## src/logic/fsk_pkg.sv

```systemverilog
// Purpose: Shared constants and types for the FSK receiver control block
// Assumes: 7-bit register addresses, 8-bit register data
// Notes:   Fixed bits read back as constants, writable bits are masked on write

package fsk_pkg;

   // ============================================================
   // Register port geometry
   localparam int ADDR_W = 7;
   localparam int DATA_W = 8;

   // ============================================================
   // Register addresses
   localparam logic [6:0] ADDR_MAIN_CFG  = 7'h00;
   localparam logic [6:0] ADDR_RX_FILT   = 7'h01;
   localparam logic [6:0] ADDR_SYNC_SEL  = 7'h06;
   localparam logic [6:0] ADDR_REF_DIV   = 7'h07;
   localparam logic [6:0] ADDR_SC_DIV    = 7'h08;
   localparam logic [6:0] ADDR_EST_CTRL  = 7'h15;
   localparam logic [6:0] ADDR_EST_RES   = 7'h16;

   // ============================================================
   // Field positions
   localparam int MAIN_AMP_BYP  = 7;
   localparam int MAIN_PA_HI    = 6;
   localparam int MAIN_PA_LO    = 4;
   localparam int MAIN_SYNC_EN  = 3;
   localparam int MAIN_MODE_HI  = 2;
   localparam int MAIN_MODE_LO  = 1;
   localparam int FILT_SIGNAL_STRENGTH_ENABLE  = 3;
   localparam int FILT_LOCK_DETECT_ENABLE    = 2;
   localparam int FILT_PF_HI    = 1;
   localparam int FILT_PF_LO    = 0;
   localparam int SYNC_SHIFT_HI = 3;
   localparam int SYNC_SHIFT_LO = 1;
   localparam int SYNC_TXR_MSB  = 0;
   localparam int REF_TXR_HI    = 7;
   localparam int REF_TXR_LO    = 6;
   localparam int REF_K_HI      = 5;
   localparam int REF_K_LO      = 0;
   localparam int SC_DIV_HI     = 5;
   localparam int EST_LEN_HI    = 3;
   localparam int EST_LEN_LO    = 2;
   localparam int EST_MODE_HI   = 1;
   localparam int EST_MODE_LO   = 0;

   // ============================================================
   // Write masks, fixed read bits and reset values
   localparam logic [7:0] MAIN_WMASK  = 8'hfe;
   localparam logic [7:0] FILT_WMASK  = 8'h0f;
   localparam logic [7:0] SYNC_WMASK  = 8'h0f;
   localparam logic [7:0] REF_WMASK   = 8'hff;
   localparam logic [7:0] SC_WMASK    = 8'h3f;
   localparam logic [7:0] EST_WMASK   = 8'h0f;
   localparam logic [7:0] MAIN_FIXED  = 8'h01;
   localparam logic [7:0] FILT_FIXED  = 8'h80;
   localparam logic [7:0] SC_FIXED    = 8'hc0;
   localparam logic [7:0] RST_REG     = 8'h00;

   // ============================================================
   // Operating states and estimator modes
   localparam logic [1:0] OP_POWER_DOWN = 2'h0;
   localparam logic [1:0] OP_STANDBY    = 2'h1;
   localparam logic [1:0] OP_RECEIVE    = 2'h2;
   localparam logic [1:0] OP_TRANSMIT   = 2'h3;
   localparam logic [1:0] EST_OFF       = 2'h0;
   localparam logic [1:0] EST_UP        = 2'h1;
   localparam logic [1:0] EST_DN        = 2'h2;
   localparam logic [1:0] EST_BOTH      = 2'h3;

   typedef enum logic [1:0] {
      EST_IDLE = 2'b01,
      EST_RUN  = 2'b10
   } fsk_est_state_t;

   // ============================================================
   // Timing constants
   localparam logic [3:0] SYNC_HALF     = 4'h8;
   localparam logic [2:0] SHIFT_BASE    = 3'h7;
   localparam int         SYNC_PER_W    = 13;

   // Symbols per measurement for each length code
   function automatic logic [6:0] fsk_est_symbols(input logic [1:0] code);
      logic [6:0] n;
      n = 7'h08;
      case (code)
         2'h0: n = 7'h08;
         2'h1: n = 7'h10;
         2'h2: n = 7'h20;
         default: n = 7'h40;
      endcase
      return n;
   endfunction

   // Reference divider times two to the power of seven minus shift
   function automatic logic [12:0] fsk_ref_period(input logic [5:0] k, input logic [2:0] s);
      logic [12:0] p;
      p = {7'h00, k} << (SHIFT_BASE - s);
      return p;
   endfunction

endpackage

```

## src/logic/fsk_rx_ctrl.sv

```systemverilog
// Purpose: Receive control of a zero-IF FSK transceiver: front end, filters, estimator, bit synchronizer
// Assumes: clock_i is the crystal reference; I and Q limiter outputs arrive asynchronously
// Notes:   Register port is the parallel side of the serial programming interface
//
// Operation
// - Front amp bypass bit set routes input around the low noise amplifier.
// - Two-bit prefilter code selects 100, 150, 230 or 340 kHz cutoff.
// - Switchcap clock comes from crystal via six-bit divider; cutoff is fxco/(40*div).
// - Switchcap clock runs at twenty times the filter cutoff.
// - Main filter bypass set bypasses the switchcap channel filter.
// - Demodulator outputs one when I lags Q, zero when I leads.
// - Up pulse on each one decision, down pulse on each zero decision.
// - Expected estimator pulses per symbol equal twice the modulation index.
// - Estimator mode: off, count up, count down, or up minus down.
// - Length code selects 8, 16, 32 or 64 received symbols.
// - Estimator result reads as eight-bit two's complement at its own address.
// - Down and combined modes can yield a negative result; up mode only after wrapping past 127.
// - Receive with sync enabled runs synchronizer and drives recovered bit clock.
// - Data changes on rising bit clock; microcontroller samples on falling edge.
// - Synchronizer clock is fxco over reference divider times two^(7-shift).
// - Same reference divider also derives the transmit bit rate clock.
// - Synchronizer locks within 22 bits from maximum initial offset.
// - Estimator counter wraps past -128 and 127.
// - Sync disabled passes received data transparently without a clock.

`timescale 1ns/1ps

module fsk_rx_ctrl
   import fsk_pkg::*;
#(
   parameter int SYNC_CNT_W = fsk_pkg::SYNC_PER_W
) (
   input  wire logic                      clock_i,
   input  wire logic                      rst_n_i,
   input  wire logic [fsk_pkg::ADDR_W-1:0] reg_addr_i,
   input  wire logic [fsk_pkg::DATA_W-1:0] reg_wdata_i,
   input  wire logic                      reg_we_i,
   input  wire logic                      reg_re_i,
   output logic      [fsk_pkg::DATA_W-1:0] reg_rdata_o,
   input  wire logic                      i_chan_i,
   input  wire logic                      q_chan_i,
   input  wire logic                      main_filter_bypass_i,
   output logic                           front_amp_bypass_o,
   output logic      [2:0]                tx_power_level_o,
   output logic      [1:0]                operating_state_o,
   output logic      [1:0]                prefilter_cutoff_o,
   output logic                           signal_strength_enable_o,
   output logic                           lock_detect_enable_o,
   output logic                           main_filter_bypass_o,
   output logic                           switchcap_clock_o,
   output logic                           bit_rate_tick_o,
   output logic                           bit_clock_pin_o,
   output logic                           serial_data_pin_o,
   output logic                           serial_data_pin_oe_o
);
   import fsk_pkg::*;

   // ============================================================
   // Elaboration check
   if (SYNC_CNT_W < SYNC_PER_W) begin : g_bad_width
      $error("fsk_rx_ctrl needs SYNC_CNT_W wide enough for 63 * 128");
   end

   typedef struct packed {
      logic [7:0]     main_cfg;
      logic [7:0]     filt;
      logic [7:0]     sync_sel;
      logic [7:0]     ref_div;
      logic [7:0]     sc_div;
      logic [7:0]     est_ctrl;
      logic [7:0]     est_count;
      logic [6:0]     est_sym;
      fsk_est_state_t est_state;
      logic [7:0]     rdata;
      logic           i_s1;
      logic           i_s2;
      logic           q_s1;
      logic           q_s2;
      logic           fmb_s1;
      logic           fmb_s2;
      logic           q_prev;
      logic           demod;
      logic           up;
      logic           dn;
      logic [3:0]     phase;
      logic           data_prev;
      logic           bit_data;
      logic           bit_clk;
      logic           center;
      logic           serial;
      logic           oe;
      logic           sc_clk;
   } fsk_rx_st_t;

   fsk_rx_st_t st_q;
   fsk_rx_st_t st_d;

   logic                  receive;
   logic                  sync_active;
   logic                  sync_tick;
   logic                  sc_tick;
   logic                  est_wr;
   logic [SYNC_CNT_W-1:0] sync_period;
   logic [SYNC_CNT_W-1:0] txr_period;
   logic [2:0]            txr_shift;
   logic [1:0]            est_mode;

   assign receive     = st_q.main_cfg[MAIN_MODE_HI:MAIN_MODE_LO] == OP_RECEIVE;
   assign sync_active = receive && st_q.main_cfg[MAIN_SYNC_EN];
   assign est_wr      = reg_we_i && reg_addr_i == ADDR_EST_CTRL;
   assign est_mode    = st_q.est_ctrl[EST_MODE_HI:EST_MODE_LO];
   assign txr_shift   = {st_q.sync_sel[SYNC_TXR_MSB], st_q.ref_div[REF_TXR_HI:REF_TXR_LO]};
   // One reference divider feeds both the synchronizer and transmit rate dividers
   assign sync_period = SYNC_CNT_W'(fsk_ref_period(st_q.ref_div[REF_K_HI:REF_K_LO],
                                                   st_q.sync_sel[SYNC_SHIFT_HI:SYNC_SHIFT_LO]));
   assign txr_period  = SYNC_CNT_W'(fsk_ref_period(st_q.ref_div[REF_K_HI:REF_K_LO], txr_shift));

   // ============================================================
   // Dividers
   // Switchcap divider halves again by toggling, giving fxco/(2*div)
   fsk_rate_div #(.CNT_W(6)) u_sc_div (
      .clock_i  (clock_i),
      .rst_n_i  (rst_n_i),
      .enable_i (receive && !st_q.fmb_s2),
      .period_i (st_q.sc_div[SC_DIV_HI:0]),
      .tick_o   (sc_tick)
   );

   // Synchronizer runs in all receive states so the estimator has symbol timing
   fsk_rate_div #(.CNT_W(SYNC_CNT_W)) u_sync_div (
      .clock_i  (clock_i),
      .rst_n_i  (rst_n_i),
      .enable_i (receive),
      .period_i (sync_period),
      .tick_o   (sync_tick)
   );

   fsk_rate_div #(.CNT_W(SYNC_CNT_W)) u_txr_div (
      .clock_i  (clock_i),
      .rst_n_i  (rst_n_i),
      .enable_i (st_q.main_cfg[MAIN_MODE_HI:MAIN_MODE_LO] == OP_TRANSMIT && st_q.main_cfg[MAIN_SYNC_EN]),
      .period_i (txr_period),
      .tick_o   (bit_rate_tick_o)
   );

   // ============================================================
   // Next state
   always_comb begin
      logic [4:0] step;
      logic [4:0] nxt;
      logic       edge_seen;
      step      = 5'h01;
      nxt       = 5'h00;
      edge_seen = 1'b0;
      st_d      = st_q;

      // Register writes
      if (reg_we_i) begin
         if (reg_addr_i == ADDR_MAIN_CFG) begin
            st_d.main_cfg = reg_wdata_i & MAIN_WMASK;
         end else if (reg_addr_i == ADDR_RX_FILT) begin
            st_d.filt = reg_wdata_i & FILT_WMASK;
         end else if (reg_addr_i == ADDR_SYNC_SEL) begin
            st_d.sync_sel = reg_wdata_i & SYNC_WMASK;
         end else if (reg_addr_i == ADDR_REF_DIV) begin
            st_d.ref_div = reg_wdata_i & REF_WMASK;
         end else if (reg_addr_i == ADDR_SC_DIV) begin
            st_d.sc_div = reg_wdata_i & SC_WMASK;
         end else if (reg_addr_i == ADDR_EST_CTRL) begin
            st_d.est_ctrl = reg_wdata_i & EST_WMASK;
         end
      end

      // Register reads, result in two's complement
      if (reg_re_i) begin
         if (reg_addr_i == ADDR_MAIN_CFG) begin
            st_d.rdata = st_q.main_cfg | MAIN_FIXED;
         end else if (reg_addr_i == ADDR_RX_FILT) begin
            st_d.rdata = st_q.filt | FILT_FIXED;
         end else if (reg_addr_i == ADDR_SYNC_SEL) begin
            st_d.rdata = st_q.sync_sel;
         end else if (reg_addr_i == ADDR_REF_DIV) begin
            st_d.rdata = st_q.ref_div;
         end else if (reg_addr_i == ADDR_SC_DIV) begin
            st_d.rdata = st_q.sc_div | SC_FIXED;
         end else if (reg_addr_i == ADDR_EST_CTRL) begin
            st_d.rdata = st_q.est_ctrl;
         end else if (reg_addr_i == ADDR_EST_RES) begin
            st_d.rdata = st_q.est_count;
         end else begin
            st_d.rdata = 8'h00;
         end
      end

      // Synchronisers; first stages feed second stages only
      st_d.i_s1   = i_chan_i;
      st_d.i_s2   = st_q.i_s1;
      st_d.q_s1   = q_chan_i;
      st_d.q_s2   = st_q.q_s1;
      st_d.fmb_s1 = main_filter_bypass_i;
      st_d.fmb_s2 = st_q.fmb_s1;

      // One decision per Q crossing, so pulses per symbol track the deviation
      // Decide at each Q crossing: I low at Q rising means I lags
      st_d.q_prev = st_q.q_s2;
      st_d.up     = 1'b0;
      st_d.dn     = 1'b0;
      if (st_q.q_s2 != st_q.q_prev) begin
         st_d.demod = st_q.q_s2 ^ st_q.i_s2;
         st_d.up    = st_q.q_s2 ^ st_q.i_s2;
         st_d.dn    = ~(st_q.q_s2 ^ st_q.i_s2);
      end

      // Filter clock stops while the channel filter is bypassed
      if (!receive || st_q.fmb_s2) begin
         st_d.sc_clk = 1'b0;
      end else if (sc_tick) begin
         st_d.sc_clk = ~st_q.sc_clk;
      end

      // Bit synchronizer: sixteen phases, one-step nudge per transition
      st_d.center = 1'b0;
      if (sync_tick) begin
         edge_seen = st_q.demod != st_q.data_prev;
         if (edge_seen && st_q.phase != 4'h0) begin
            step = (st_q.phase < SYNC_HALF) ? 5'h00 : 5'h02;
         end
         nxt            = {1'b0, st_q.phase} + step;
         st_d.phase     = nxt[3:0];
         st_d.data_prev = st_q.demod;
         if (st_q.phase < SYNC_HALF && nxt[3:0] >= SYNC_HALF && nxt[4] == 1'b0) begin
            st_d.center   = 1'b1;
            st_d.bit_data = st_q.demod;
         end
      end

      // Recovered clock rises at bit centre with the new data
      if (!sync_active) begin
         st_d.bit_clk = 1'b0;
         st_d.serial  = st_q.demod;
      end else begin
         if (sync_tick) begin
            st_d.bit_clk = nxt[3];
         end
         if (st_d.center) begin
            st_d.serial = st_q.demod;
         end
      end
      st_d.oe = receive;

      // Frequency error estimator
      if (est_wr) begin
         st_d.est_count = 8'h00;
         st_d.est_sym   = 7'h00;
         st_d.est_state = (reg_wdata_i[EST_MODE_HI:EST_MODE_LO] != EST_OFF) ? EST_RUN : EST_IDLE;
      end else begin
         case (st_q.est_state)
            EST_RUN: begin
               if (receive) begin
                  if (st_q.up && est_mode[EST_MODE_LO]) begin
                     st_d.est_count = st_q.est_count + 8'h01;
                  end else if (st_q.dn && est_mode[EST_MODE_HI]) begin
                     st_d.est_count = st_q.est_count - 8'h01;
                  end
                  if (st_q.center) begin
                     st_d.est_sym = st_q.est_sym + 7'h01;
                     if (st_q.est_sym + 7'h01 == fsk_est_symbols(st_q.est_ctrl[EST_LEN_HI:EST_LEN_LO])) begin
                        st_d.est_state = EST_IDLE;
                     end
                  end
               end
            end
            default: begin
               st_d.est_state = EST_IDLE;
            end
         endcase
      end
   end

   always_ff @(posedge clock_i or negedge rst_n_i) begin
      if (!rst_n_i) begin
         st_q           <= '0;
         st_q.est_state <= EST_IDLE;
      end else begin
         st_q <= st_d;
      end
   end

   // ============================================================
   // Outputs
   assign reg_rdata_o              = st_q.rdata;
   assign front_amp_bypass_o       = st_q.main_cfg[MAIN_AMP_BYP];
   assign tx_power_level_o         = st_q.main_cfg[MAIN_PA_HI:MAIN_PA_LO];
   assign operating_state_o        = st_q.main_cfg[MAIN_MODE_HI:MAIN_MODE_LO];
   assign prefilter_cutoff_o       = st_q.filt[FILT_PF_HI:FILT_PF_LO];
   assign signal_strength_enable_o = st_q.filt[FILT_SIGNAL_STRENGTH_ENABLE];
   assign lock_detect_enable_o     = st_q.filt[FILT_LOCK_DETECT_ENABLE];
   assign main_filter_bypass_o     = st_q.fmb_s2;
   assign switchcap_clock_o        = st_q.sc_clk;
   assign bit_clock_pin_o          = st_q.bit_clk;
   assign serial_data_pin_o        = st_q.serial;
   assign serial_data_pin_oe_o     = st_q.oe;
endmodule

```

## src/logic/fsk_rate_div.sv

```systemverilog
// Purpose: Programmable divider giving a one-cycle enable pulse every period cycles
// Assumes: Period zero or enable low stops the pulses
// Notes:   Uses >= so a shrunk period takes effect without a long wrap

`timescale 1ns/1ps

module fsk_rate_div #(
   parameter int CNT_W = 13
) (
   input  wire logic             clock_i,
   input  wire logic             rst_n_i,
   input  wire logic             enable_i,
   input  wire logic [CNT_W-1:0] period_i,
   output logic                  tick_o
);

   // ============================================================
   // Elaboration check
   if (CNT_W < 1) begin : g_bad_width
      $error("fsk_rate_div needs CNT_W of at least 1");
   end

   typedef struct packed {
      logic [CNT_W-1:0] cnt;
      logic             tick;
   } fsk_div_st_t;

   fsk_div_st_t st_q;
   fsk_div_st_t st_d;

   localparam logic [CNT_W-1:0] ONE = {{(CNT_W-1){1'b0}}, 1'b1};

   // ============================================================
   // Counter
   always_comb begin
      st_d      = st_q;
      st_d.tick = 1'b0;
      if (!enable_i || period_i == '0) begin
         st_d.cnt = '0;
      end else if (st_q.cnt >= period_i - ONE) begin
         st_d.cnt  = '0;
         st_d.tick = 1'b1;
      end else begin
         st_d.cnt = st_q.cnt + ONE;
      end
   end

   always_ff @(posedge clock_i or negedge rst_n_i) begin
      if (!rst_n_i) begin
         st_q <= '0;
      end else begin
         st_q <= st_d;
      end
   end

   assign tick_o = st_q.tick;

endmodule

```

## config.mk

```make
export PLATFORM = sky130hd
export DESIGN_NAME = fsk_rx_ctrl
export DESIGN_NICKNAME = d
export VERILOG_FILES = /design/src/logic/fsk_pkg.sv /design/src/logic/fsk_rx_ctrl.sv /design/src/logic/fsk_rate_div.sv
export SDC_FILE = /design/constraint.sdc
export NUM_CORES = 1
export LEC_CHECK = 0
export BUFFER_PORTS_ARGS = -buffer_cell sky130_fd_sc_hd__buf_2
export CORE_ASPECT_RATIO = 1.1
export CORE_UTILIZATION = 50
export CTS_CLUSTER_DIAMETER = 50
export DETAILED_ROUTE_END_ITERATION = 10
export GPL_TIMING_DRIVEN = 0
export PLACE_DENSITY = 0.69
export SLEW_MARGIN = 20
export SYNTH_ARGS = -nofsm -noshare
export SYNTH_HDL_FRONTEND = slang
export SYNTH_SLANG_ARGS = --single-unit
```

## constraint.sdc

```tcl
create_clock -name clock_i -period 4.2 [get_ports clock_i]
set_input_delay 0.42 -clock clock_i [delete_from_list [all_inputs] [get_ports clock_i]]
set_output_delay 0.42 -clock clock_i [all_outputs]
set_load 0.005 [all_outputs]
```

== Word level (Yosys, flattened, before mapping) ==
Cells that the tools add are included.

* Register bits after elaboration: 113
* Latch bits: 0
* RAM bits: 0
* ROM bits: 0
* Input port bits: 22
* Output and inout port bits: 24
* Logic and storage cells: 163
* Memories: 0

* $add $sub $neg: 12
* Multiply operators: 0
* Div/mod/pow operators: 0
* Order comparisons: 5
* Eq/ne operators: 19
* Shift operators: 2
* Mux-type cells: 45
* Bitwise gates (word level): 9
* Reduce and logical (&&, ||, !) cells: 38

{| class="wikitable"
|+ Operators with widths
! kind !! count
|-
| 8-bit two-way mux || 9
|-
| 13-bit two-way mux || 4
|-
| 17-bit two-way mux || 2
|-
| 7-bit two-way mux || 4
|-
| 13-bit by 1-bit adder with 13-bit output (second input constant) || 2
|-
| 13-bit >= comparator || 2
|-
| 13-bit zero test || 2
|-
| 6-bit by 3-bit << shifter with 13-bit output || 2
|-
| 13-bit by 1-bit subtractor with 13-bit output (second input constant) || 2
|-
| 7-bit one-hot mux with 3 select lines || 1
|-
| 15-bit two-way mux || 1
|-
| 7-bit by 3-bit equality test with 1-bit output (second input constant) || 2
|-
| 7-bit by 5-bit equality test with 1-bit output (second input constant) || 2
|-
| 1-bit two-way mux || 14
|-
| 2-bit two-way mux || 6
|-
| 6-bit two-way mux || 2
|-
| 3-bit AND reduction || 4
|-
| 2-bit nonzero test || 5
|-
| 1-bit logical AND || 9
|-
| 9-bit two-way mux || 1
|-
| 3-bit inequality test (second input constant) || 3
|-
| 8-bit by 1-bit adder with 8-bit output (second input constant) || 1
|-
| 2-bit equality test (second input constant) || 4
|-
| 1-bit NOT || 8
|-
| other kinds (30) || 38
|}

== Longest topological paths before layout ==
Gate-level depths: netlist of the first run.

* Word-level depth: 12
* Mapped depth: 18
* Depth with buffers taken out: 15

== Hierarchy ==
Synthesis of the first run repeated with hierarchy kept, for this count alone.

* Cell total of the unflattened synthesis: 785
* Area total of the unflattened synthesis: 7303.3 µm²

{| class="wikitable"
|+ Modules (own cells, without submodules)
! module !! times used !! cells each !! area each (µm²)
|-
| fsk_rx_ctrl || 1 || 464 || 4465.5
|-
| fsk_rate_div (u_txr_div) || 1 || 135 || 1159.9
|-
| fsk_rate_div (u_sync_div) || 1 || 132 || 1153.6
|-
| fsk_rate_div (u_sc_div) || 1 || 54 || 524.3
|}

== Least setup slack after synthesis of the first run ==
No wires, ideal clock.

* Path kind: flip-flop to flip-flop
* Start: reg st_q[71] (netlist bit)
* End: reg u_sync_div.st_q[10] (netlist bit)
* Setup time: 0.086 ns
* Arrival: 3.503 ns
* Data required time: 4.114 ns
* Path slack: 0.611 ns
* Stages on the path, launching flop included: 16
* Path buffers: 3
* Clock period less this slack: 3.589 ns
* Cell sequence: dfrtp_1 buf_4 buf_2 mux2_2 nand3_1 ha_1 nor4b_1 xnor2_1 a2bb2oi_1 ha_1 a211oi_1 o21ai_0 o21ai_0 o311ai_4 buf_6 nor3_1

{| class="wikitable"
|+ RTL lines
! element !! RTL line !! text
|-
| start: declaration || fsk_rx_ctrl.sv:95 || <nowiki>fsk_rx_st_t st_q;</nowiki>
|-
| start signal: assignment || fsk_rx_ctrl.sv:285 || <nowiki>st_q <= st_d;</nowiki>
|-
| end signal: assignment || fsk_rate_div.sv:52 || <nowiki>st_q <= st_d;</nowiki>
|-
| end: declaration || fsk_rate_div.sv:28 || <nowiki>fsk_div_st_t st_q;</nowiki>
|}

==> metrics.csv, run 1 <==
metric,value,unit
power share of the clock group,0.443,
Final #Nets,953,
htree depth,4,
list of most frequent post-synthesis cells,"dfrtp_1, nor2_1, nand2_1, ha_1, mux2_2",
Final Instance Area,9010,µm²
Vias per Instance,5.72,
antenna violations before repair,0,
share of cells above drive strength 1,0.197,
cells on worst reg2reg path,17,
CP Class,flop to flop,
Pins Over Slew Limit,0,
cell count after placement,1058,
setup TNS,0,ns
"Reg clk slew, reported paths",0.06,ns
Final Skew,0.00662,ns
Internal,2600,µW
Worst EP required,4.55,ns
final WL,18.3,mm
number of synthesized register bits,113,
Leak,0.00405,µW
post-CTS setup buffer count,0,
reg2reg setup slack,0.31,ns
WP buf/inv,3,
setup ws final,0.312,ns
RSZ-0062 raised after global routing,no,
yosys warns,0,
Worst path slowest cell,dfrtp_1,
"Hold Vio Cnt, Final",0,
Slew @ Worst Pin,0.895,ns
Num CTS Buffers,17,
reg2reg end,u_txr_div.st_q[12]$_DFF_PN0_,
wire per inst,16.7,µm
Storage cell area,2830,µm²
"Remaining Overflow, GRT",0,
Slew HR,0.401,
Pre-Repair DR Iteration Count,5,
P&R area growth vs syn,15.2,%
Netlist Area Pre-Place,7820,µm²
worst hold path class,input port to flop,
Setup Viol. Count Final,0,
"Cell Area, Placed",8320,µm²
VDD IR-drop max,301,µV
detailed-route via count,6236,
Clock Sink Count,113,
Synth cell types,82,
Worst EP arrival,4.24,ns
Initial Util,0.515,
post-route ant nets,0,
half-perimeter wire length after placement,13.4,mm
Worst-Skew Late Latency,0.42,ns
Comb pwr share,0.230,
Worst Hold Path Cells,1,
Yosys top cell by area,dfrtp_1,
Syn Nets,890,
CTS tree,built,
Max Freq,257,MHz
full die area,16100,µm²
Die H,133,µm
Critical Path End,u_txr_div.st_q[12]$_DFF_PN0_,
first-pass GRT wire length,29.8,mm
vias in the first global route,5910,
All-Layer GR Usage,0.238,
"Cell Count, Final, Fillers Out",1090,
Worst path max stage delay,0.46,ns
post-synth top area share,0.359,
Iter 0 DRT Violations,354,
Post-Place Setup Slack,-0.103,ns
critical register-to-register path startpoint,st_q[63]$_DFFE_PN0P_,
Setup crit start kind,flop,
pwr dens,410,nW/µm²
# DRC,0,
Port-buffer cells,44,
CP Capture Type,flop,
CP Cell Sequence,"clkbuf_2, clkbuf_2, nand2_1, o21ai_2, nand3_1, ha_1, o31ai_2, or3_1, xor2_1, mux2i_1, ha_1, a211oi_1, o21ai_0, o21ai_0, nand3_2, buf_4, nor2_1",
leading post-synthesis cells by cell area,"dfrtp_1, ha_1, mux2_2, xnor2_1, mux2i_1",
placer congestion estimate,0.886,
Clock Path Buffers,2,
Filler cells,1314,
min Tclk post-route,3.89,ns
number of synthesized flops with an enable pin,0,
period utilization,0.926,
largest net degree at the start of global routing,58,
Async SR Flop Fraction,1.00,
sw frac,0.296,
Reg power frac,0.328,
post-synthesis sequential area ratio,0.362,
WP depth,17,
Critical Path Source,st_q[63]$_DFFE_PN0P_,
area of the multi-input gates,4570,µm²
"count leader, synth",dfrtp_1,
IO Count,46,
NetSw,1090,µW
ys flop type,dfrtp_1,
largest delay contributor family on the critical path,compound AO/OA/AOI/OAI gates,
Syn Area/Cell,9.57,µm²
synthesized instance count,817,
max cap viols,0,
Core Rows,47,
outcome,finished clean,
Die Wd,121,µm
core area,15200,µm²
crit path max fanout,10,
Clock Tree Root,clkbuf_16,
==> registers in the layout (all words and copies together), names as in the netlist, 2 cells and up <==
register	count
u_sync_div.st_q	13
u_sc_div.st_q	6
tx_power_level_o	3
st_q	49
st_d	4
u_txr_div.st_q	13
reg_rdata_o	8
prefilter_cutoff_o	2
operating_state_o	2
est_mode	2
==> worst min path at each step <==
stage | startpoint | to | slack [ns]
5_1_grt | i_chan_i | st_d[19]$_DFF_PN0_ | 0.08
4_1_cts | i_chan_i | st_d[19]$_DFF_PN0_ | 0.09
3_5_place_dp | st_d[19]$_DFF_PN0_ | st_q[19]$_DFF_PN0_ | 0.33
6_report | i_chan_i | st_d[19]$_DFF_PN0_ | 0.10
3_3_place_gp | st_d[15]$_DFF_PN0_ | main_filter_bypass_o$_DFF_PN0_ | 0.33
2_1_floorplan | rst_n_i | bit_clock_pin_o$_DFFE_PN0P_ | 0.12
==> power groups by stage <==
stage,logic [µW],clock network (µW),registers (µW)
floorplan,642,0,1210
finish,848,1630,1210
CTS,848,1660,1210
global placement,818,0,1230
global route,943,1710,1220
detailed placement,839,0,1230
==> layout make-up <==
cell class / instances / share of cell area
flip-flops and latches: 113 / 0.314
clock inverters: 14 / 0.0250
inverters: 33 / 0.0138
plain buffers: 56 / 0.0343
well taps: 196 / 0.0272
multi-input cells: 613 / 0.507
diodes: 1 / 0.000278
repair buffers: 46 / 0.0293
clock buffers: 18 / 0.0488
==> metrics by stage <==
step / power (µW) / util / hold slack [ns]
global placement: 2040 / 0.546 / 0.332
detailed placement: 2070 / 0.548 / 0.335
finish: 3690 / 0.594 / 0.101
global route: 3880 / 0.594 / 0.0804
floorplan: 1850 / - / 0.124
CTS: 3710 / 0.593 / 0.0861
==> kinds of logic (layout without fill, tap and decap cells) <==
group	count (synthesis)	after routing	share of synthesized area
AND/OR/NAND/NOR	273	273	0.175
AO/OA/AOI/OAI	147	147	0.135
flip-flops	113	113	0.362
buffers and inverters	91	167	0.0552
multiplexers	78	78	0.117
XOR/XNOR	64	64	0.0717
adder cells (fa/ha/maj)	51	51	0.0835
other	0	1	0
==> layer usage <==
| metal | global-route usage | vias to the layer above | share of wire |
|---|---|---|---|
| met5 | 0 | - | 0 |
| met3 | 0.0527 | 29 | 0.038 |
| li1 | - | 3050 | - |
| met2 | 0.383 | 131 | 0.48 |
| met4 | 0.0919 | 0 | 0.021 |
| met1 | 0.311 | 3026 | 0.46 |
==> repair_timing <==
item | in CTS | in global routing
resized for setup | 3 | 10
endpoints found under the hold margin | 55 | 0
gates cloned | 0 | 0
hold buffers | 1 | 0
setup endpoints to repair | 22 | 27
==> cells in the final DEF, fill, tap and decap left out, types with 5 or more instances in the layout <==
| cell | n |
|---|---|
| mux2i_1 | 29 |
| dfrtp_1 | 112 |
| xor2_1 | 30 |
| ha_1 | 48 |
| a21oi_1 | 33 |
| nand2_1 | 60 |
| nand4_1 | 8 |
| o211ai_1 | 5 |
| nand2b_1 | 10 |
| nor2_1 | 77 |
| bufinv_16 | 5 |
| and3_1 | 16 |
| nor3_1 | 28 |
| mux4_2 | 5 |
| a31oi_1 | 11 |
| nor2b_1 | 13 |
| nand3_1 | 32 |
| clkbuf_1 | 18 |
| xnor2_1 | 34 |
| clkbuf_2 | 7 |
| inv_1 | 33 |
| mux2_2 | 39 |
| a21o_1 | 12 |
| o21ai_0 | 22 |
| clkbuf_16 | 17 |
| buf_2 | 52 |
| buf_4 | 17 |
| a211oi_1 | 12 |
| o21bai_1 | 6 |
Note: power is estimated with default switching activity, not from simulation.
==> run 2: changes to the inputs <==
--- a/config.mk
+++ b/config.mk
@@ -10,9 +10,10 @@
 export CORE_UTILIZATION = 50
 export CTS_CLUSTER_DIAMETER = 50
 export DETAILED_ROUTE_END_ITERATION = 10
-export GPL_TIMING_DRIVEN = 0
+export GPL_TIMING_DRIVEN = 1
 export PLACE_DENSITY = 0.69
 export SLEW_MARGIN = 20
 export SYNTH_ARGS = -nofsm -noshare
 export SYNTH_HDL_FRONTEND = slang
+export SYNTH_HIERARCHICAL = 1
 export SYNTH_SLANG_ARGS = --single-unit
==> constraint.sdc (replaced) <==
create_clock -name clock_i -period 3.6 [get_ports clock_i]
set_input_delay 0.36 -clock clock_i [delete_from_list [all_inputs] [get_ports clock_i]]
set_output_delay 0.36 -clock clock_i [all_outputs]
set_load 0.005 [all_outputs]
==> run 2 against run 1 <==
Area after synthesis shrank 6.6%. Register-to-register slack lost 0.34 ns. The run now ends with hold timing, setup timing left. Hold slack lost 0.12 ns. Clock skew grew 0.0039 ns. Routed wire length shrank 5.7%. Critical path type unchanged. Critical path depth shrank 2. Sequential share of layout area grew 1.3 points. Global-route usage is essentially flat. Via count shrank 4.5%. First-iteration DRC count shrank 19%.
==> metrics.csv, run 2 <==
metric,value,unit
Worst path slowest cell,or4_4,
crit path max fanout,7,
xor and xnor area share after synthesis,0.0851,
CTS tree,built,
setup ws final,-0.0292,ns
IO Count,46,
detailed-route via count,5956,
Reg power frac,0.369,
final WL,17.2,mm
Yosys top cell by area,dfrtp_1,
VDD IR-drop max,314,µV
NetSw,1210,µW
period utilization,1.01,
Setup crit start kind,flop,
P&R area growth vs syn,18.8,%
Num CTS Buffers,17,
"count leader, synth",dfrtp_1,
core area,14000,µm²
mux share of post-synthesis cell area,0.0795,
Clock Tree Root,clkbuf_16,
Comb pwr share,0.204,
Worst-Skew Late Latency,0.42,ns
Netlist Area Pre-Place,7300,µm²
Core Rows,45,
"Reg clk slew, reported paths",0.06,ns
Pre-Repair DR Iteration Count,5,
Clock Sink Count,113,
Final Skew,0.0105,ns
share of cells above drive strength 1,0.243,
vias in the first global route,5864,
smallest hold slack,-0.0206,ns
Slew @ Worst Pin,0.900,ns
Internal,2700,µW
placer congestion estimate,0.864,
Total Power,3900,µW
Setup Viol. Count Final,7,
failing checks,"hold timing, setup timing",
Post-Synth Simple-Gate Area,0.193,
"Hold Vio Cnt, Final",42,
post-synthesis sequential area ratio,0.387,
min Tclk post-route,3.63,ns
"most common cell after layout, fill and taps aside",dfrtp_1,
Syn Area/Cell,9.30,µm²
ys flop type,dfrtp_1,
Leak,0.00387,µW
Filler cells,1136,
power share of the clock group,0.427,
Vias per Instance,5.73,
Final Instance Area,8680,µm²
number of synthesized flops with an enable pin,0,
first-pass GRT wire length,27.6,mm
list of most frequent post-synthesis cells,"dfrtp_1, nor2_1, nand2_1, ha_1, xnor2_1",
CP Capture Type,flop,
leading post-synthesis cells by cell area,"dfrtp_1, ha_1, mux2_2, xnor2_1, nor2_1",
synthesized instance count,785,
Biggest register,st_q,
Die Wd,117,µm
# diodes,0,
pwr dens,450,nW/µm²
Slew HR,0.400,
half-perimeter wire length after placement,12.2,mm
post-synth top area share,0.384,
CP Class,flop to flop,
Worst path max stage delay,0.57,ns
antenna violations before repair,0,
worst hold path class,input port to async pin,
compound-cell area share of the yosys netlist,0.119,
Initial Util,0.521,
Async SR Flop Fraction,1.00,
Largest register FFs,49,
Worst EP required,3.96,ns
Die H,129,µm
Max Freq,276,MHz
RSZ-0062 raised after global routing,yes,
sw frac,0.309,
number of synthesized register bits,113,
Synth cell types,60,
CP Cell Sequence,"buf_6, mux2i_4, nand2_1, o21ai_2, o22ai_1, or4_4, buf_6, nor3_4, xnor2_2, ha_1, nand4_1, a311o_1, o211ai_1, clkbuf_16, and2_1",
full die area,15100,µm²
Pins Over Slew Limit,0,
Port-buffer cells,45,
post-route ant nets,0,
Largest regs,"st_q: 49 flops, u_sync_div/st_q: 13 flops, u_txr_div/st_q: 13 flops",
Final #Nets,912,
highest-count cells in the layout ignoring fill and taps,"dfrtp_1, nor2_1, nand2_1",
htree depth,4,
adder-cell share of the synthesized area,0.0911,
largest net degree at the start of global routing,56,
Crit path top cell by count,buf_6,
yosys warns,6,
"Remaining Overflow, GRT",0,
"Cell Area, Placed",7680,µm²
max cap viols,0,
All-Layer GR Usage,0.238,
hold_buf cts,0,
Iter 0 DRT Violations,288,
Clock Path Buffers,2,
outcome,"finished, violations left",
Syn Nets,859,
# DRC,0,
wire per inst,16.6,µm
Worst EP arrival,3.99,ns
largest family of logic cells by synthesized area,simple AND/OR/NAND/NOR gates,
[run 2: final cells by class]
cell class	instances	area, µm²	area share
clock inverter	14	141	0.0163
sequential	113	2840	0.327
timing repair buffer	71	473	0.0545
tap	188	235	0.0271
inverter	30	113	0.0130
clock buffer	18	439	0.0506
multi-input combinational	605	4440	0.511
[run 2: power groups by stage]
stage	clock, µW	combinational [µW]	sequential [µW]
after floorplan	0	538	1420
after global placement	0	656	1450
after detailed placement	0	689	1450
after CTS	1690	701	1430
after global routing	1750	880	1450
final	1670	797	1440
[run 2: per-stage QoR]
stage / cells / util / setup TNS (ns) / setup slack, ns
floorplan: 785 / - / 0 / 0.0702
global placement: 995 / 0.548 / 0 / 0.113
detailed placement: 995 / 0.548 / -0.933 / -0.0586
CTS: 1027 / 0.591 / 0 / 0.00512
global route: 1039 / 0.619 / -2.21 / -0.147
finish: 1039 / 0.619 / -0.0838 / -0.0292
[run 2: timing repair]
item | in CTS | in global routing
endpoints found under the setup margin | 28 | 28
setup buffers | 0 | 11
resized for setup | 9 | 71
pin swaps | 0 | 18
gates cloned | 0 | 1
[run 2: path summary, 6_finish.rpt]
check                      cells after the start  slack (ns)                  from                          to
max                                           15       -0.03  st_q[69]$_DFFE_PN0P_  u_txr_div/tick_o$_DFF_PN0_
min                                            1       -0.02               rst_n_i         st_q[7]$_DFFE_PN0P_
max reg2reg                                   15       -0.03  st_q[69]$_DFFE_PN0P_  u_txr_div/tick_o$_DFF_PN0_
min reg2reg                                    0        0.35    st_d[19]$_DFF_PN0_          st_q[19]$_DFF_PN0_
max in group asynchronous                      2        2.70               rst_n_i        st_q[69]$_DFFE_PN0P_
min in group clock_i                           1        0.04              q_chan_i          st_d[17]$_DFF_PN0_
[run 2: critical path: cells and delay by family, from the launching register on]
family / cells / cell delay [ns]
AND/OR/NAND/NOR: 5 / 1.14
AO/OA/AOI/OAI: 4 / 0.78
buffers and inverters: 3 / 0.54
flip-flops: 1 / 0.43
adder cells (fa/ha/maj): 1 / 0.33
multiplexers: 1 / 0.26
XOR/XNOR: 1 / 0.09
[run 2: per-layer routing]
layer | share of wire | wire length, µm | vias up | track usage
li1 | - | - | 2869 | -
met1 | 0.42 | 7210 | 2901 | 0.286
met2 | 0.51 | 8810 | 142 | 0.407
met3 | 0.038 | 654 | 44 | 0.0429
met4 | 0.031 | 539 | 0 | 0.119
met5 | 0 | 0 | - | 0
[run 2: cell families (layout without fill, tap and decap cells)]
group / Yosys count / in the layout
flops: 113 / 113
simple gates: 294 / 294
mux: 53 / 53
xor+xnor: 71 / 71
compound gates: 135 / 135
fa+ha+maj: 52 / 52
buf+inv: 67 / 133
